--- src/tap_sleep_pkg.sv ---
/*
  constants shared by the tap, sleep-handover and offset logic:
  register offsets, field positions, reset values and tap states.
  assumes nothing beyond a systemverilog compiler.
*/
package tap_sleep_pkg;

  localparam int          ADDR_W         = 6;
  localparam int          REG_W          = 8;

  localparam logic [5:0]  ADDR_TAP_THR   = 6'h1D;
  localparam logic [5:0]  ADDR_X_TRIM    = 6'h1E;
  localparam logic [5:0]  ADDR_Y_TRIM    = 6'h1F;
  localparam logic [5:0]  ADDR_Z_TRIM    = 6'h20;
  localparam logic [5:0]  ADDR_TAP_DUR   = 6'h21;
  localparam logic [5:0]  ADDR_LATENCY   = 6'h22;
  localparam logic [5:0]  ADDR_WINDOW    = 6'h23;
  localparam logic [5:0]  ADDR_AXIS_CTL  = 6'h2A;
  localparam logic [5:0]  ADDR_STATUS    = 6'h2B;
  localparam logic [5:0]  ADDR_EV_ENABLE = 6'h2E;
  localparam logic [5:0]  ADDR_EV_SOURCE = 6'h30;

  // event enable / event source bit positions
  localparam int          EV_SINGLE      = 6;
  localparam int          EV_DOUBLE      = 5;
  localparam int          EV_ACT         = 4;
  localparam int          EV_INACT       = 3;

  // tap axis control bit positions
  localparam int          AXC_SUPPRESS   = 3;
  localparam int          AXC_X          = 2;
  localparam int          AXC_Z          = 0;

  // motion event status fields
  localparam int          STS_ACT_LO     = 4;
  localparam int          STS_ACT_HI     = 6;
  localparam int          STS_ASLEEP     = 3;
  localparam int          STS_TAP_LO     = 0;
  localparam int          STS_TAP_HI     = 2;

  localparam logic [7:0]  TRIM_RESET     = 8'h00;
  localparam logic [7:0]  CFG_RESET      = 8'h00;
  localparam logic [7:0]  CNT_ZERO       = 8'h00;
  localparam logic [7:0]  CNT_ONE        = 8'h01;

  // trim count = 4 output counts, threshold count = 16 output counts
  localparam int          TRIM_SHIFT     = 2;
  localparam int          THR_SHIFT      = 4;

  typedef enum logic [5:0] {
    ST_IDLE    = 6'h01,
    ST_TAP1    = 6'h02,
    ST_LAT     = 6'h04,
    ST_WIN     = 6'h08,
    ST_TAP2    = 6'h10,
    ST_WAITLOW = 6'h20
  } tap_state_t;

endpackage : tap_sleep_pkg

--- src/offset_adder.sv ---
/*
  one axis of offset trim: adds the signed trim, weighted four output
  counts per trim count, to each sample and registers the sum.
  assumes samples arrive as single-cycle valid strobes on mclk.
*/
`timescale 1ns/100ps
module offset_adder
  import tap_sleep_pkg::*;
#(
  parameter int SAMPLE_W = 13,
  parameter int OUT_W    = 16
) (
  input  wire logic                       mclk,
  input  wire logic                       sys_rst,
  input  wire logic                       sample_valid,
  input  wire logic signed [SAMPLE_W-1:0] sample,
  input  wire logic        [7:0]          trim,
  output logic signed      [OUT_W-1:0]    data_ff
);

  logic signed [OUT_W-1:0] nxt_data;

  // sum wraps at OUT_W; OUT_W leaves headroom above the sample width
  always_comb begin
    nxt_data = OUT_W'(sample) + (OUT_W'($signed(trim)) <<< TRIM_SHIFT);
  end

  always_ff @(posedge mclk) begin
    if (sys_rst) begin
      data_ff <= '0;
    end else if (sample_valid) begin
      data_ff <= nxt_data;
    end
  end

endmodule : offset_adder

--- src/tap_sleep_offset_logic.sv ---
/*
  tap detection, link/autosleep handover and offset trim of a
  three-axis accelerometer, with its register port.
  assumes samples and activity/inactivity strobes come from logic on
  mclk, one sample_valid per undecimated internal sample.
*/
`timescale 1ns/100ps
module tap_sleep_offset_logic
  import tap_sleep_pkg::*;
#(
  parameter int SAMPLE_W = 13,
  parameter int OUT_W    = 16
) (
  input  wire logic                       mclk,
  input  wire logic                       sys_rst,
  input  wire logic                       sample_valid,
  input  wire logic signed [SAMPLE_W-1:0] sample_x,
  input  wire logic signed [SAMPLE_W-1:0] sample_y,
  input  wire logic signed [SAMPLE_W-1:0] sample_z,
  input  wire logic                       activity_det,
  input  wire logic                       inactivity_det,
  input  wire logic        [2:0]          act_first_axis,
  input  wire logic                       sleep_en,
  input  wire logic                       auto_sleep_en,
  input  wire logic                       link_en,
  input  wire logic                       int_invert,
  input  wire logic        [ADDR_W-1:0]   reg_addr,
  input  wire logic                       reg_wr,
  input  wire logic                       reg_rd,
  input  wire logic        [REG_W-1:0]    reg_wdata,
  output logic             [REG_W-1:0]    reg_rdata_ff,
  output logic signed      [OUT_W-1:0]    data_x_ff,
  output logic signed      [OUT_W-1:0]    data_y_ff,
  output logic signed      [OUT_W-1:0]    data_z_ff,
  output logic                            int_out,
  output logic                            asleep_ff,
  output logic                            act_det_en,
  output logic                            inact_det_en
);

  logic [7:0] thr_ff;
  logic [7:0] x_trim_ff;
  logic [7:0] y_trim_ff;
  logic [7:0] z_trim_ff;
  logic [7:0] dur_ff;
  logic [7:0] lat_ff;
  logic [7:0] win_ff;
  logic [7:0] axc_ff;
  logic [7:0] en_ff;
  logic [7:0] src_ff;
  logic [2:0] act_axis_ff;
  logic [2:0] tap_axis_ff;
  logic [2:0] first_axis_ff;
  logic       watch_act_ff;

  tap_state_t state_ff;
  tap_state_t nxt_state;
  logic [7:0] cnt_ff;
  logic [7:0] nxt_cnt;
  logic       fire_single;
  logic       fire_double;

  logic [2:0] above_vec;
  logic       above;
  logic       sgl_en;
  logic       dbl_en;
  logic       dbl_ok;
  logic       tap_any_en;
  logic       act_evt;
  logic       inact_evt;
  logic       src_read;
  logic       go_sleep;
  logic [7:0] status;

  // magnitude compare against a threshold in 16-count steps
  function automatic logic over_thr(input logic signed [SAMPLE_W-1:0] s,
                                    input logic [7:0] thr);
    logic [SAMPLE_W:0] mag;
    logic [SAMPLE_W:0] lim;
    mag = s[SAMPLE_W-1] ? (SAMPLE_W+1)'(-s) : (SAMPLE_W+1)'(s);
    lim = (SAMPLE_W+1)'({thr, {THR_SHIFT{1'b0}}});
    over_thr = (mag > lim);
  endfunction : over_thr

  // highest-bit-first one-hot pick, x wins over y over z
  function automatic logic [2:0] first_of(input logic [2:0] v);
    first_of = v[2] ? 3'h4 : (v[1] ? 3'h2 : (v[0] ? 3'h1 : 3'h0));
  endfunction : first_of

  assign above_vec  = {over_thr(sample_x, thr_ff),
                       over_thr(sample_y, thr_ff),
                       over_thr(sample_z, thr_ff)} & axc_ff[AXC_X:AXC_Z];
  assign above      = |above_vec;
  assign sgl_en     = en_ff[EV_SINGLE];
  assign dbl_en     = en_ff[EV_DOUBLE];
  assign tap_any_en = sgl_en | dbl_en;
  // double taps only run with nonzero latency and window
  assign dbl_ok     = dbl_en && (lat_ff != CNT_ZERO) && (win_ff != CNT_ZERO);

  assign src_read = reg_rd && (reg_addr == ADDR_EV_SOURCE);

  // tap sequencer, advanced once per undecimated sample
  always_comb begin
    nxt_state   = state_ff;
    nxt_cnt     = cnt_ff;
    fire_single = 1'b0;
    fire_double = 1'b0;
    if (!tap_any_en) begin
      nxt_state = ST_IDLE;
      nxt_cnt   = CNT_ZERO;
    end else if (sample_valid) begin
      nxt_cnt = cnt_ff + CNT_ONE;
      case (state_ff)
        ST_IDLE: begin
          nxt_cnt = CNT_ZERO;
          if (above) begin
            nxt_state = ST_TAP1;
          end
        end
        ST_TAP1: begin
          if (!above) begin
            nxt_cnt = CNT_ZERO;
            if (dbl_ok) begin
              nxt_state = ST_LAT;
            end else begin
              fire_single = sgl_en;
              nxt_state   = ST_IDLE;
            end
          end else if (cnt_ff >= dur_ff) begin
            nxt_state = ST_WAITLOW;
          end
        end
        ST_LAT: begin
          if (axc_ff[AXC_SUPPRESS] && above) begin
            fire_single = sgl_en;
            nxt_state   = ST_WAITLOW;
          end else if (nxt_cnt >= lat_ff) begin
            nxt_cnt   = CNT_ZERO;
            nxt_state = ST_WIN;
          end
        end
        ST_WIN: begin
          if (above && cnt_ff == CNT_ZERO) begin
            fire_single = sgl_en;
            nxt_state   = ST_WAITLOW;
          end else if (above) begin
            nxt_cnt   = CNT_ZERO;
            nxt_state = ST_TAP2;
          end else if (nxt_cnt >= win_ff) begin
            fire_single = sgl_en;
            nxt_state   = ST_IDLE;
          end
        end
        ST_TAP2: begin
          // the second tap may run past the window end
          if (!above) begin
            fire_single = sgl_en;
            fire_double = 1'b1;
            nxt_state   = ST_IDLE;
          end else if (cnt_ff >= dur_ff) begin
            fire_single = sgl_en;
            nxt_state   = ST_WAITLOW;
          end
        end
        ST_WAITLOW: begin
          // a rejected excursion must end before a new tap can start
          if (!above) begin
            nxt_state = ST_IDLE;
          end
        end
        default: begin
          nxt_state = ST_IDLE;
        end
      endcase
    end
  end

  always_ff @(posedge mclk) begin
    if (sys_rst) begin
      state_ff <= ST_IDLE;
      cnt_ff   <= CNT_ZERO;
    end else begin
      state_ff <= nxt_state;
      cnt_ff   <= nxt_cnt;
    end
  end

  always_ff @(posedge mclk) begin
    if (sys_rst) begin
      first_axis_ff <= 3'h0;
    end else if (state_ff == ST_IDLE && nxt_state == ST_TAP1) begin
      first_axis_ff <= first_of(above_vec);
    end
  end

  // link and autosleep handover
  assign act_det_en   = en_ff[EV_ACT] && (!link_en || watch_act_ff);
  assign inact_det_en = en_ff[EV_INACT] && (!link_en || !watch_act_ff);
  assign act_evt      = activity_det && act_det_en;
  assign inact_evt    = inactivity_det && inact_det_en;
  // an activity event still unread keeps the block awake
  assign go_sleep     = inact_evt && sleep_en && auto_sleep_en && link_en &&
                        !src_ff[EV_ACT];

  always_ff @(posedge mclk) begin
    if (sys_rst) begin
      watch_act_ff <= 1'b0;
    end else if (act_evt) begin
      watch_act_ff <= 1'b0;
    end else if (inact_evt) begin
      watch_act_ff <= 1'b1;
    end
  end

  always_ff @(posedge mclk) begin
    if (sys_rst) begin
      asleep_ff <= 1'b0;
    end else if (act_evt || !sleep_en) begin
      asleep_ff <= 1'b0;
    end else if (go_sleep) begin
      asleep_ff <= 1'b1;
    end
  end

  // sticky sources: a set in the read cycle survives the clear
  always_ff @(posedge mclk) begin
    if (sys_rst) begin
      src_ff <= CFG_RESET;
    end else begin
      src_ff <= (src_read ? CFG_RESET : src_ff)
                | (REG_W'(fire_single) << EV_SINGLE)
                | (REG_W'(fire_double) << EV_DOUBLE)
                | (REG_W'(act_evt) << EV_ACT)
                | (REG_W'(inact_evt) << EV_INACT);
    end
  end

  always_ff @(posedge mclk) begin
    if (sys_rst) begin
      tap_axis_ff <= 3'h0;
    end else if (fire_single || fire_double) begin
      tap_axis_ff <= first_axis_ff;
    end
  end

  always_ff @(posedge mclk) begin
    if (sys_rst) begin
      act_axis_ff <= 3'h0;
    end else if (act_evt) begin
      act_axis_ff <= act_first_axis;
    end
  end

  always_comb begin
    status                         = CFG_RESET;
    status[STS_ACT_HI:STS_ACT_LO]  = act_axis_ff;
    status[STS_ASLEEP]             = asleep_ff;
    status[STS_TAP_HI:STS_TAP_LO]  = tap_axis_ff;
  end

  assign int_out = int_invert ^ (|(src_ff & en_ff));

  // register writes
  always_ff @(posedge mclk) begin
    if (sys_rst) begin
      thr_ff    <= CFG_RESET;
      x_trim_ff <= TRIM_RESET;
      y_trim_ff <= TRIM_RESET;
      z_trim_ff <= TRIM_RESET;
      dur_ff    <= CFG_RESET;
      lat_ff    <= CFG_RESET;
      win_ff    <= CFG_RESET;
      axc_ff    <= CFG_RESET;
      en_ff     <= CFG_RESET;
    end else if (reg_wr) begin
      if (reg_addr == ADDR_TAP_THR) begin
        thr_ff <= reg_wdata;
      end else if (reg_addr == ADDR_X_TRIM) begin
        x_trim_ff <= reg_wdata;
      end else if (reg_addr == ADDR_Y_TRIM) begin
        y_trim_ff <= reg_wdata;
      end else if (reg_addr == ADDR_Z_TRIM) begin
        z_trim_ff <= reg_wdata;
      end else if (reg_addr == ADDR_TAP_DUR) begin
        dur_ff <= reg_wdata;
      end else if (reg_addr == ADDR_LATENCY) begin
        lat_ff <= reg_wdata;
      end else if (reg_addr == ADDR_WINDOW) begin
        win_ff <= reg_wdata;
      end else if (reg_addr == ADDR_AXIS_CTL) begin
        axc_ff <= reg_wdata;
      end else if (reg_addr == ADDR_EV_ENABLE) begin
        en_ff <= reg_wdata;
      end
    end
  end

  // register reads, one cycle after the strobe; unmapped reads zero
  always_ff @(posedge mclk) begin
    if (sys_rst) begin
      reg_rdata_ff <= CFG_RESET;
    end else if (reg_rd) begin
      if (reg_addr == ADDR_TAP_THR) begin
        reg_rdata_ff <= thr_ff;
      end else if (reg_addr == ADDR_X_TRIM) begin
        reg_rdata_ff <= x_trim_ff;
      end else if (reg_addr == ADDR_Y_TRIM) begin
        reg_rdata_ff <= y_trim_ff;
      end else if (reg_addr == ADDR_Z_TRIM) begin
        reg_rdata_ff <= z_trim_ff;
      end else if (reg_addr == ADDR_TAP_DUR) begin
        reg_rdata_ff <= dur_ff;
      end else if (reg_addr == ADDR_LATENCY) begin
        reg_rdata_ff <= lat_ff;
      end else if (reg_addr == ADDR_WINDOW) begin
        reg_rdata_ff <= win_ff;
      end else if (reg_addr == ADDR_AXIS_CTL) begin
        reg_rdata_ff <= axc_ff;
      end else if (reg_addr == ADDR_STATUS) begin
        reg_rdata_ff <= status;
      end else if (reg_addr == ADDR_EV_ENABLE) begin
        reg_rdata_ff <= en_ff;
      end else if (reg_addr == ADDR_EV_SOURCE) begin
        reg_rdata_ff <= src_ff;
      end else begin
        reg_rdata_ff <= CFG_RESET;
      end
    end
  end

  // offset trim per axis
  offset_adder #(.SAMPLE_W(SAMPLE_W), .OUT_W(OUT_W)) u_trim_x (
    .mclk         (mclk),
    .sys_rst      (sys_rst),
    .sample_valid (sample_valid),
    .sample       (sample_x),
    .trim         (x_trim_ff),
    .data_ff      (data_x_ff)
  );

  offset_adder #(.SAMPLE_W(SAMPLE_W), .OUT_W(OUT_W)) u_trim_y (
    .mclk         (mclk),
    .sys_rst      (sys_rst),
    .sample_valid (sample_valid),
    .sample       (sample_y),
    .trim         (y_trim_ff),
    .data_ff      (data_y_ff)
  );

  offset_adder #(.SAMPLE_W(SAMPLE_W), .OUT_W(OUT_W)) u_trim_z (
    .mclk         (mclk),
    .sys_rst      (sys_rst),
    .sample_valid (sample_valid),
    .sample       (sample_z),
    .trim         (z_trim_ff),
    .data_ff      (data_z_ff)
  );
endmodule : tap_sleep_offset_logic

--- config.mk ---
export PLATFORM = sky130hd
export DESIGN_NAME = tap_sleep_offset_logic
export DESIGN_NICKNAME = d
export VERILOG_FILES = /design/src/tap_sleep_pkg.sv /design/src/offset_adder.sv /design/src/tap_sleep_offset_logic.sv
export SDC_FILE = /design/constraint.sdc
export NUM_CORES = 1
export LEC_CHECK = 0
export BUFFER_PORTS_ARGS = -buffer_cell sky130_fd_sc_hd__buf_2
export CAP_MARGIN = 15
export CORE_AREA = 2 2 189 191
export CTS_CLUSTER_SIZE = 8
export DETAILED_ROUTE_END_ITERATION = 7
export DIE_AREA = 0 0 191 193
export GPL_TIMING_DRIVEN = 1
export SYNTH_ARGS = -nofsm -noshare
export SYNTH_HDL_FRONTEND = slang
export SYNTH_HIERARCHICAL = 1
export SYNTH_SLANG_ARGS = --single-unit
--- constraint.sdc ---
create_clock -name mclk -period 4.67 [get_ports mclk]
set_clock_uncertainty 0.2 [all_clocks]
set_input_delay 0.934 -clock mclk [delete_from_list [all_inputs] [get_ports mclk]]
set_output_delay 0.934 -clock mclk [all_outputs]
set_load 0.01 [all_outputs]
==> impl_metrics.toml, run 1 <==
[yosys]
async_flop_share_pct = 0
synthCells = 1247
ys_types = 73
yosys_warnings = 6
synth_area_leader_cell = "dfxtp_1"
synth_fp_nets = 1405
synth_seq_area_share_pct = 29.4
yosys_most_used_dff = "dfxtp_1"
ys_top_cells_by_area = "dfxtp_1 (29%), mux2i_1 (11%), ha_1 (11%)"
synth_edf_count = 0
syn_area_per_cell_sq_um = 8.26
syn-cell-area_sq_um = 10300
synth-seq-cells = 151
synth_top_area_share_pct = 29.4

[sta]
worst_pin_slew_ns = 0.881
hold_violations = 0
fmax_ghz = 0.223
hold_slack_ns = 0.273
slew_violations = 0
fin_crit_ns = 4.48
fin_crit_sh_pct = 95.9
setup_slack_ns = 0.189
rsz0062_at_grt = "no"
setup_viol = 0
slew_headroom_pct = 41.1

[global_route]
grt_max_degree = 75
antenna_found_initial = 1
grt_pass1_wl_mm = 50.0
grt_pass1_vias = 9112
gr-total-overflow = 0
grtUsageTotal_pct = 17.2

[floorplanning]
rows = 69
die_area_sq_um = 36900
die_x_um = 191
initial_core_util_pct = 29.4
ios = 127
die_h_um = 193
core_sq_um = 35000

[power]
p_int_uw = 2490
vdd_drop_max_uv = 261
switching_power_uw = 848
p_total_uw = 3330
clkPwrFrac_pct = 47.7
p_leak_uw = 0.00533
pwr-share-seq_pct = 39.9
swShare_pct = 25.4
powerDensity_nw_per_um2 = 273
pwr-share-comb_pct = 12.5

[route]
num_vias = 9647
via_per_inst = 5.24
route.detailed.drc = 0
drtIter0Drc = 716
ant_nets = 0
drtPass1Iterations = 5
routed_wl_mm = 31.5
wl_per_cell_um = 17.1

[critical_path]
start_kind = "input port"
critPathSlowestCell = "or4b_2"
critPathKind = "input port to flip-flop"
cp-end-kind = "flip-flop"
path_cells = "buf_2 > inv_1 > ha_1 > or4b_1 > o41ai_1 > xnor2_1 > ha_1 > a21oi_1 > a21oi_1 > or4b_2 > o311ai_2 > and3_1 > nor3b_1 > a21oi_1 > mux2i_1"
max_stage_delay_ns = 0.62
ff2ff_path_depth = 12
cpMostUsedCell = "a21oi_1"
required_ns = 4.82
cp.arrival_ns = 4.63
crit_fanout = 4

[layout]
final_cell_area_sq_um = 12200
drive_gt1_share_pct = 16.4
fillers = 3645
area_delta_synth_final_pct = 18.5
nets = 1521

[worst_hold_path]
hp-class = "flip-flop to flip-flop"
holdPathStages = 2

[clock_tree]
cts-buffers-inserted = 17
cts_tree = "done"
cts_max_level = 4
root_buffer = "clkbuf_16"
clkSlewWorstSetupHoldPaths_ns = 0.07
cts_hold_buf = 0
clockBufferDepth = 2
cts_num_sinks = 151
clock_latency_ns = 0.43

[placed_design]
place_congestion = 0.895
place_ws_ns = -0.264
place_area_sq_um = 11500
place_hpwl_mm = 24.1
portBuffers = 126

[job]
cap_viol_max_count = 0

[status]
status = "complete, no violations"
==> synthesized netlist by cell type (all sizes together) (5+ instances only) <==
| cell | count |
|---|---|
| nor4 | 13 |
| nand2 | 100 |
| inv | 62 |
| a221oi | 5 |
| a211oi | 15 |
| a22oi | 8 |
| and3 | 9 |
| buf | 23 |
| ha | 88 |
| nor3b | 21 |
| nor2b | 9 |
| o311ai | 6 |
| o21a | 5 |
| o211ai | 8 |
| nor3 | 19 |
| xor2 | 23 |
| or4 | 7 |
| nand4 | 20 |
| a21oi | 73 |
| o221ai | 6 |
| mux2i | 113 |
| a211o | 7 |
| nor4b | 9 |
| a21boi | 6 |
| nor2 | 155 |
| dfxtp | 151 |
| xnor2 | 28 |
| nand2b | 35 |
| o31ai | 10 |
| and2 | 6 |
| o21ai | 60 |
| clkbuf | 44 |
| o21bai | 7 |
| nand3 | 39 |
==> worst paths after layout <==
kind / slack [ns] / startpoint / endpoint
max: 0.19 / sample_x[0] / tap_axis_ff[1]
min: 0.27 / u_trim_z/data_ff[9] / u_trim_z/data_ff[9]
max reg2reg: 1.14 / cnt_ff[0] / tap_axis_ff[1]
min reg2reg: 0.27 / u_trim_z/data_ff[9] / u_trim_z/data_ff[9]
==> critical path: cells and delay by family <==
| family | cells | cell delay, ns |
|---|---|---|
| AND/OR/NAND/NOR | 4 | 1.56 |
| AO/OA/AOI/OAI | 5 | 1.09 |
| adder cells (fa/ha/maj) | 2 | 0.45 |
| multiplexers | 1 | 0.24 |
| buffers and inverters | 2 | 0.18 |
| XOR/XNOR | 1 | 0.17 |
==> metrics by stage <==
stage / util, % / std cells / setup TNS, ns
after CTS: 34.9 / 1836 / 0
final: 34.9 / 1840 / 0
after global placement: 33.0 / 1805 / -2.00
after floorplan: - / 1247 / 0
after global routing: 34.9 / 1837 / 0
after detailed placement: 33.0 / 1805 / -2.76
==> cells in the final DEF, fill, tap and decap left out, drive strengths merged, types with 5 or more instances in the layout <==
cell,netlist,layout
o221ai,6,6
buf,23,164
bufinv,0,6
or4,7,7
dfxtp,151,151
nor3b,21,21
and2,6,6
a21boi,6,6
xnor2,28,28
nor2,155,155
o211ai,8,8
nand2,100,100
nor2b,9,9
nand2b,35,35
o311ai,6,6
clkinv,0,5
o31ai,10,10
a22oi,8,8
and3,9,9
mux2i,113,113
a221oi,5,5
a211o,7,7
nor4,13,13
ha,88,88
xor2,23,23
o21ai,60,60
o21a,5,5
clkbuf,44,19
a211oi,15,15
nand4,20,20
nor3,19,19
a21oi,73,73
o21bai,7,7
nand3,39,39
inv,62,63
nor4b,9,9
==> layout make-up <==
class | instances | area [sq um] | area share, %
antenna | 4 | 10.0 | 0.0820
multi-input combinational | 967 | 6760 | 55.4
tap | 461 | 577 | 4.73
clock inverter | 12 | 225 | 1.85
sequential | 151 | 3020 | 24.8
timing repair buffer | 164 | 946 | 7.75
clock buffer | 19 | 433 | 3.55
inverter | 62 | 233 | 1.91
==> state kept, by name, indices dropped and copies added (netlist names) <==
signal / count
axc_ff: 8
src_ff: 4
z_trim_ff: 8
win_ff: 8
watch_act_ff: 1
act_axis_ff: 3
lat_ff: 8
state_ff: 6
y_trim_ff: 8
reg_rdata_ff: 8
asleep_ff: 1
u_trim_z/data_ff: 14
tap_axis_ff: 3
thr_ff: 8
x_trim_ff: 8
first_axis_ff: 3
cnt_ff: 8
u_trim_y/data_ff: 14
en_ff: 8
u_trim_x/data_ff: 14
dur_ff: 8
==> per-layer routing <==
metal | global-route usage, % | part of all wire (%) | vias up
met5 | 0 | 0 | -
met4 | 4.41 | 1.3 | 0
met3 | 2.97 | 6.4 | 24
met2 | 28.0 | 45 | 292
met1 | 23.6 | 47 | 4621
li1 | - | - | 4710
==> power by group through the flow <==
stage                     sequential [uW]  combinational (uW)  clock, uW
final                                1330                 416       1590
after global routing                 1330                 462       1670
after CTS                            1330                 416       1610
after detailed placement             1360                 414          0
after global placement               1360                 407          0
after floorplan                      1370                 251          0
==> repair_timing <==
action	in CTS	in global routing
endpoints found under the setup margin	0	6
buffers inserted	0	0
resized for setup	0	1
==> cell families (layout without fill, tap and decap cells) <==
kind of cell	count (synthesis)	after routing	share of synthesized area, %
other	0	4	0
and+or+nand+nor	460	460	22.1
xor gates and xnor gates	51	51	4.34
buffers and inverters	129	257	5.09
muxes	114	114	11.1
AOI/OAI and AO/OA	251	251	16.7
DFF	151	151	29.4
adders and majority gates	91	91	11.3
(Power assumes the default switching activity.)
==> run 2: changes to the inputs <==
--- a/config.mk
+++ b/config.mk
@@ -5,12 +5,13 @@
 export SDC_FILE = /design/constraint.sdc
 export NUM_CORES = 1
 export LEC_CHECK = 0
+export ABC_AREA = 1
 export BUFFER_PORTS_ARGS = -buffer_cell sky130_fd_sc_hd__buf_2
 export CAP_MARGIN = 15
-export CORE_AREA = 2 2 189 191
+export CORE_AREA = 2 2 192 194
 export CTS_CLUSTER_SIZE = 8
 export DETAILED_ROUTE_END_ITERATION = 7
-export DIE_AREA = 0 0 191 193
+export DIE_AREA = 0 0 194 196
 export GPL_TIMING_DRIVEN = 1
 export SYNTH_ARGS = -nofsm -noshare
 export SYNTH_HDL_FRONTEND = slang
==> constraint.sdc (replaced) <==
create_clock -name mclk -period 5.6 [get_ports mclk]
set_clock_uncertainty 0.2 [all_clocks]
set_input_delay 1.12 -clock mclk [delete_from_list [all_inputs] [get_ports mclk]]
set_output_delay 1.12 -clock mclk [all_outputs]
set_load 0.01 [all_outputs]
==> run 2 against run 1 <==
Against the previous run: critical path depth rose by 8; hold slack got worse by 0.015 ns; register-to-register slack improved by 1.1 ns; sequential power decreased by 17%; final area is 0.51% higher; clock power down 26%; final cell count grew 21%; critical path type unchanged; critical endpoint unchanged; largest cell class unchanged; highest routed layer unchanged.
==> impl_metrics.toml, run 2 <==
[layout]
final_common_cell = "nand2_1"
final_cell_mix = "nand2_1 (367), inv_1 (238), nor2_1 (177)"
largestRegisters = "u_trim_x/data_ff: 14 flops, u_trim_y/data_ff: 14 flops, u_trim_z/data_ff: 14 flops"
area_delta_synth_final_pct = 15.1
final_cell_area_sq_um = 12300
nets = 1897
instances_no_fill = 2221
drive_gt1_share_pct = 11.9

[floorplanning]
die_x_um = 194
initial_core_util_pct = 29.5
ios = 127
die_area_sq_um = 38000
die_h_um = 196
core_sq_um = 36100
rows = 70

[critical_path]
cp-end-kind = "flip-flop"
ff2ff_path_depth = 18
timing.rr.start = "cnt_ff[0]"
r2r-end = "tap_axis_ff[1]"
critPathKind = "input port to flip-flop"
cp.arrival_ns = 4.38
path_cells = "buf_2 > nor2_1 > nand2_1 > nor3_1 > inv_1 > nor3_1 > a21oi_1 > xor2_1 > ha_1 > nand2_1 > nor2_1 > nand2_1 > nor2_1 > nand3_1 > nand2_1 > nand2_1 > nand2_2 > nand2_4 > nor2_8 > o2111ai_1 > nand3_1 > nand2_1 > nor2_1"
path_buf_inv = 2
max_stage_delay_ns = 0.33
critPathSlowestCell = "ha_1"
r2r_slack_ns = 2.20
start_kind = "input port"
cpMostUsedCell = "nand2_1"
required_ns = 5.76
cp_top_family = "simple AND/OR/NAND/NOR gates"
crit_fanout = 7

[route]
drtIter0Drc = 747
drtPass1Iterations = 5
route.detailed.drc = 0
routed_wl_mm = 33.4
num_vias = 10800
via_per_inst = 4.88
wl_per_cell_um = 15.0
ant_nets = 0

[worst_hold_path]
hold_start = "u_trim_z/data_ff[1]"
holdPathStages = 2
hp-class = "flip-flop to flip-flop"
whs_endpoint = "u_trim_z/data_ff[1]"

[job]
cap_viol_max_count = 0

[sta]
worst_pin_slew_ns = 1.09
slew_violations = 0
hold_slack_ns = 0.258
setup_viol = 0
slew_headroom_pct = 27.2
tns_ns = 0
rsz0062_at_grt = "no"
fmax_ghz = 0.237
fin_crit_sh_pct = 75.4
fin_crit_ns = 4.22
hold_violations = 0

[status]
status = "complete, no violations"

[placed_design]
portBuffers = 126
place_hpwl_mm = 26.3
place_area_sq_um = 11700
dp_cells = 2188
place_congestion = 0.879

[power]
p_leak_uw = 0.00590
pwr-share-seq_pct = 41.8
vdd_drop_max_uv = 214
powerDensity_nw_per_um2 = 217
clkPwrFrac_pct = 44.2
p_int_uw = 1910
p_total_uw = 2660
pwr-share-comb_pct = 14.0
switching_power_uw = 752
swShare_pct = 28.3

[clock_tree]
root_buffer = "clkbuf_16"
cts_resized = 0
cts_setup_buffers = 0
cts_num_sinks = 151
cts_hold_buf = 0
clockBufferDepth = 2
cts_tree = "done"
clkSlewWorstSetupHoldPaths_ns = 0.06
cts-buffers-inserted = 17
cts_max_level = 4
clock_latency_ns = 0.43

[yosys]
synth_top_area_share_pct = 28.4
ys_types = 49
synth.most_common_cell = "nand2_1"
ys_top_cells_by_area = "dfxtp_1 (28%), nand2_1 (13%), ha_1 (10%)"
netlist_top_cells_count = "nand2_1 (367), inv_1 (239), nor2_1 (177), a21oi_1 (168), dfxtp_1 (151)"
yosys_most_used_dff = "dfxtp_1"
synth-seq-cells = 151
async_flop_share_pct = 0
synth_fp_nets = 1791
synthCells = 1633
yosys_warnings = 6
syn-cell-area_sq_um = 10700
synth_edf_count = 0
synth_seq_area_share_pct = 28.4
synth_area_leader_cell = "dfxtp_1"
syn_area_per_cell_sq_um = 6.53

[global_route]
grt_max_degree = 66
grt_pass1_wl_mm = 52.1
grtUsageTotal_pct = 17.2
gr-total-overflow = 0
antenna_found_initial = 1
grt_pass1_vias = 9770
==> run 2: metrics by stage <==
step	setup slack [ns]	util (%)
finish	1.38	34.0
global route	0.909	34.0
CTS	1.46	34.0
detailed placement	1.06	32.4
global placement	1.16	32.4
floorplan	1.71	-
==> run 2: power groups by stage <==
stage                     sequential [uW]  clock, uW  combinational, uW
final                                1110       1180                373
after global routing                 1110       1240                421
after CTS                            1110       1190                374
after detailed placement             1140          0                372
after global placement               1140          0                366
after floorplan                      1140          0                227
==> run 2: kinds of logic after synthesis <==
family | count (synthesis) | share of synthesized area (%)
flip-flops | 151 | 28.4
buffers and inverters | 293 | 10.9
XOR/XNOR | 42 | 3.45
AO/OA/AOI/OAI | 314 | 15.7
adder cells (fa/ha/maj) | 91 | 10.9
AND/OR/NAND/NOR | 742 | 30.7
==> run 2: worst max-delay path by stage <==
| stage | start | to | slack, ns | cells after the start |
|---|---|---|---|---|
| global route | sample_y[1] | tap_axis_ff[1] | 0.91 | 23 |
| detailed placement | sample_y[1] | tap_axis_ff[1] | 1.06 | 26 |
| finish | sample_y[1] | tap_axis_ff[1] | 1.38 | 23 |
| CTS | sample_y[1] | tap_axis_ff[1] | 1.46 | 23 |
| global placement | sample_y[2] | tap_axis_ff[2] | 1.16 | 26 |
| floorplan | sample_y[1] | tap_axis_ff[0] | 1.71 | 26 |
==> run 2: worst min-delay path, cell delays in order, from the launching register on <==
cell and delay, ns:
dfxtp_1 0.30, nand2_1 0.06, a21oi_1 0.05
==> run 2: layout make-up <==
class | count | area (sq um)
diodes | 2 | 5.00
clock buffers | 21 | 460
clock inverters | 10 | 121
fillers | 3968 | 23800
inverters | 249 | 935
multi-input cells | 1189 | 6470
flip-flops and latches | 151 | 3020
well taps | 468 | 586
repair buffers | 131 | 668
==> run 2: layer usage <==
layer | wire, um | GRT usage [%] | up-vias
li1 | - | - | 5531
met1 | 16000 | 24.3 | 4937
met2 | 14800 | 27.1 | 336
met3 | 2200 | 2.87 | 31
met4 | 427 | 4.07 | 0
met5 | 0 | 0 | -
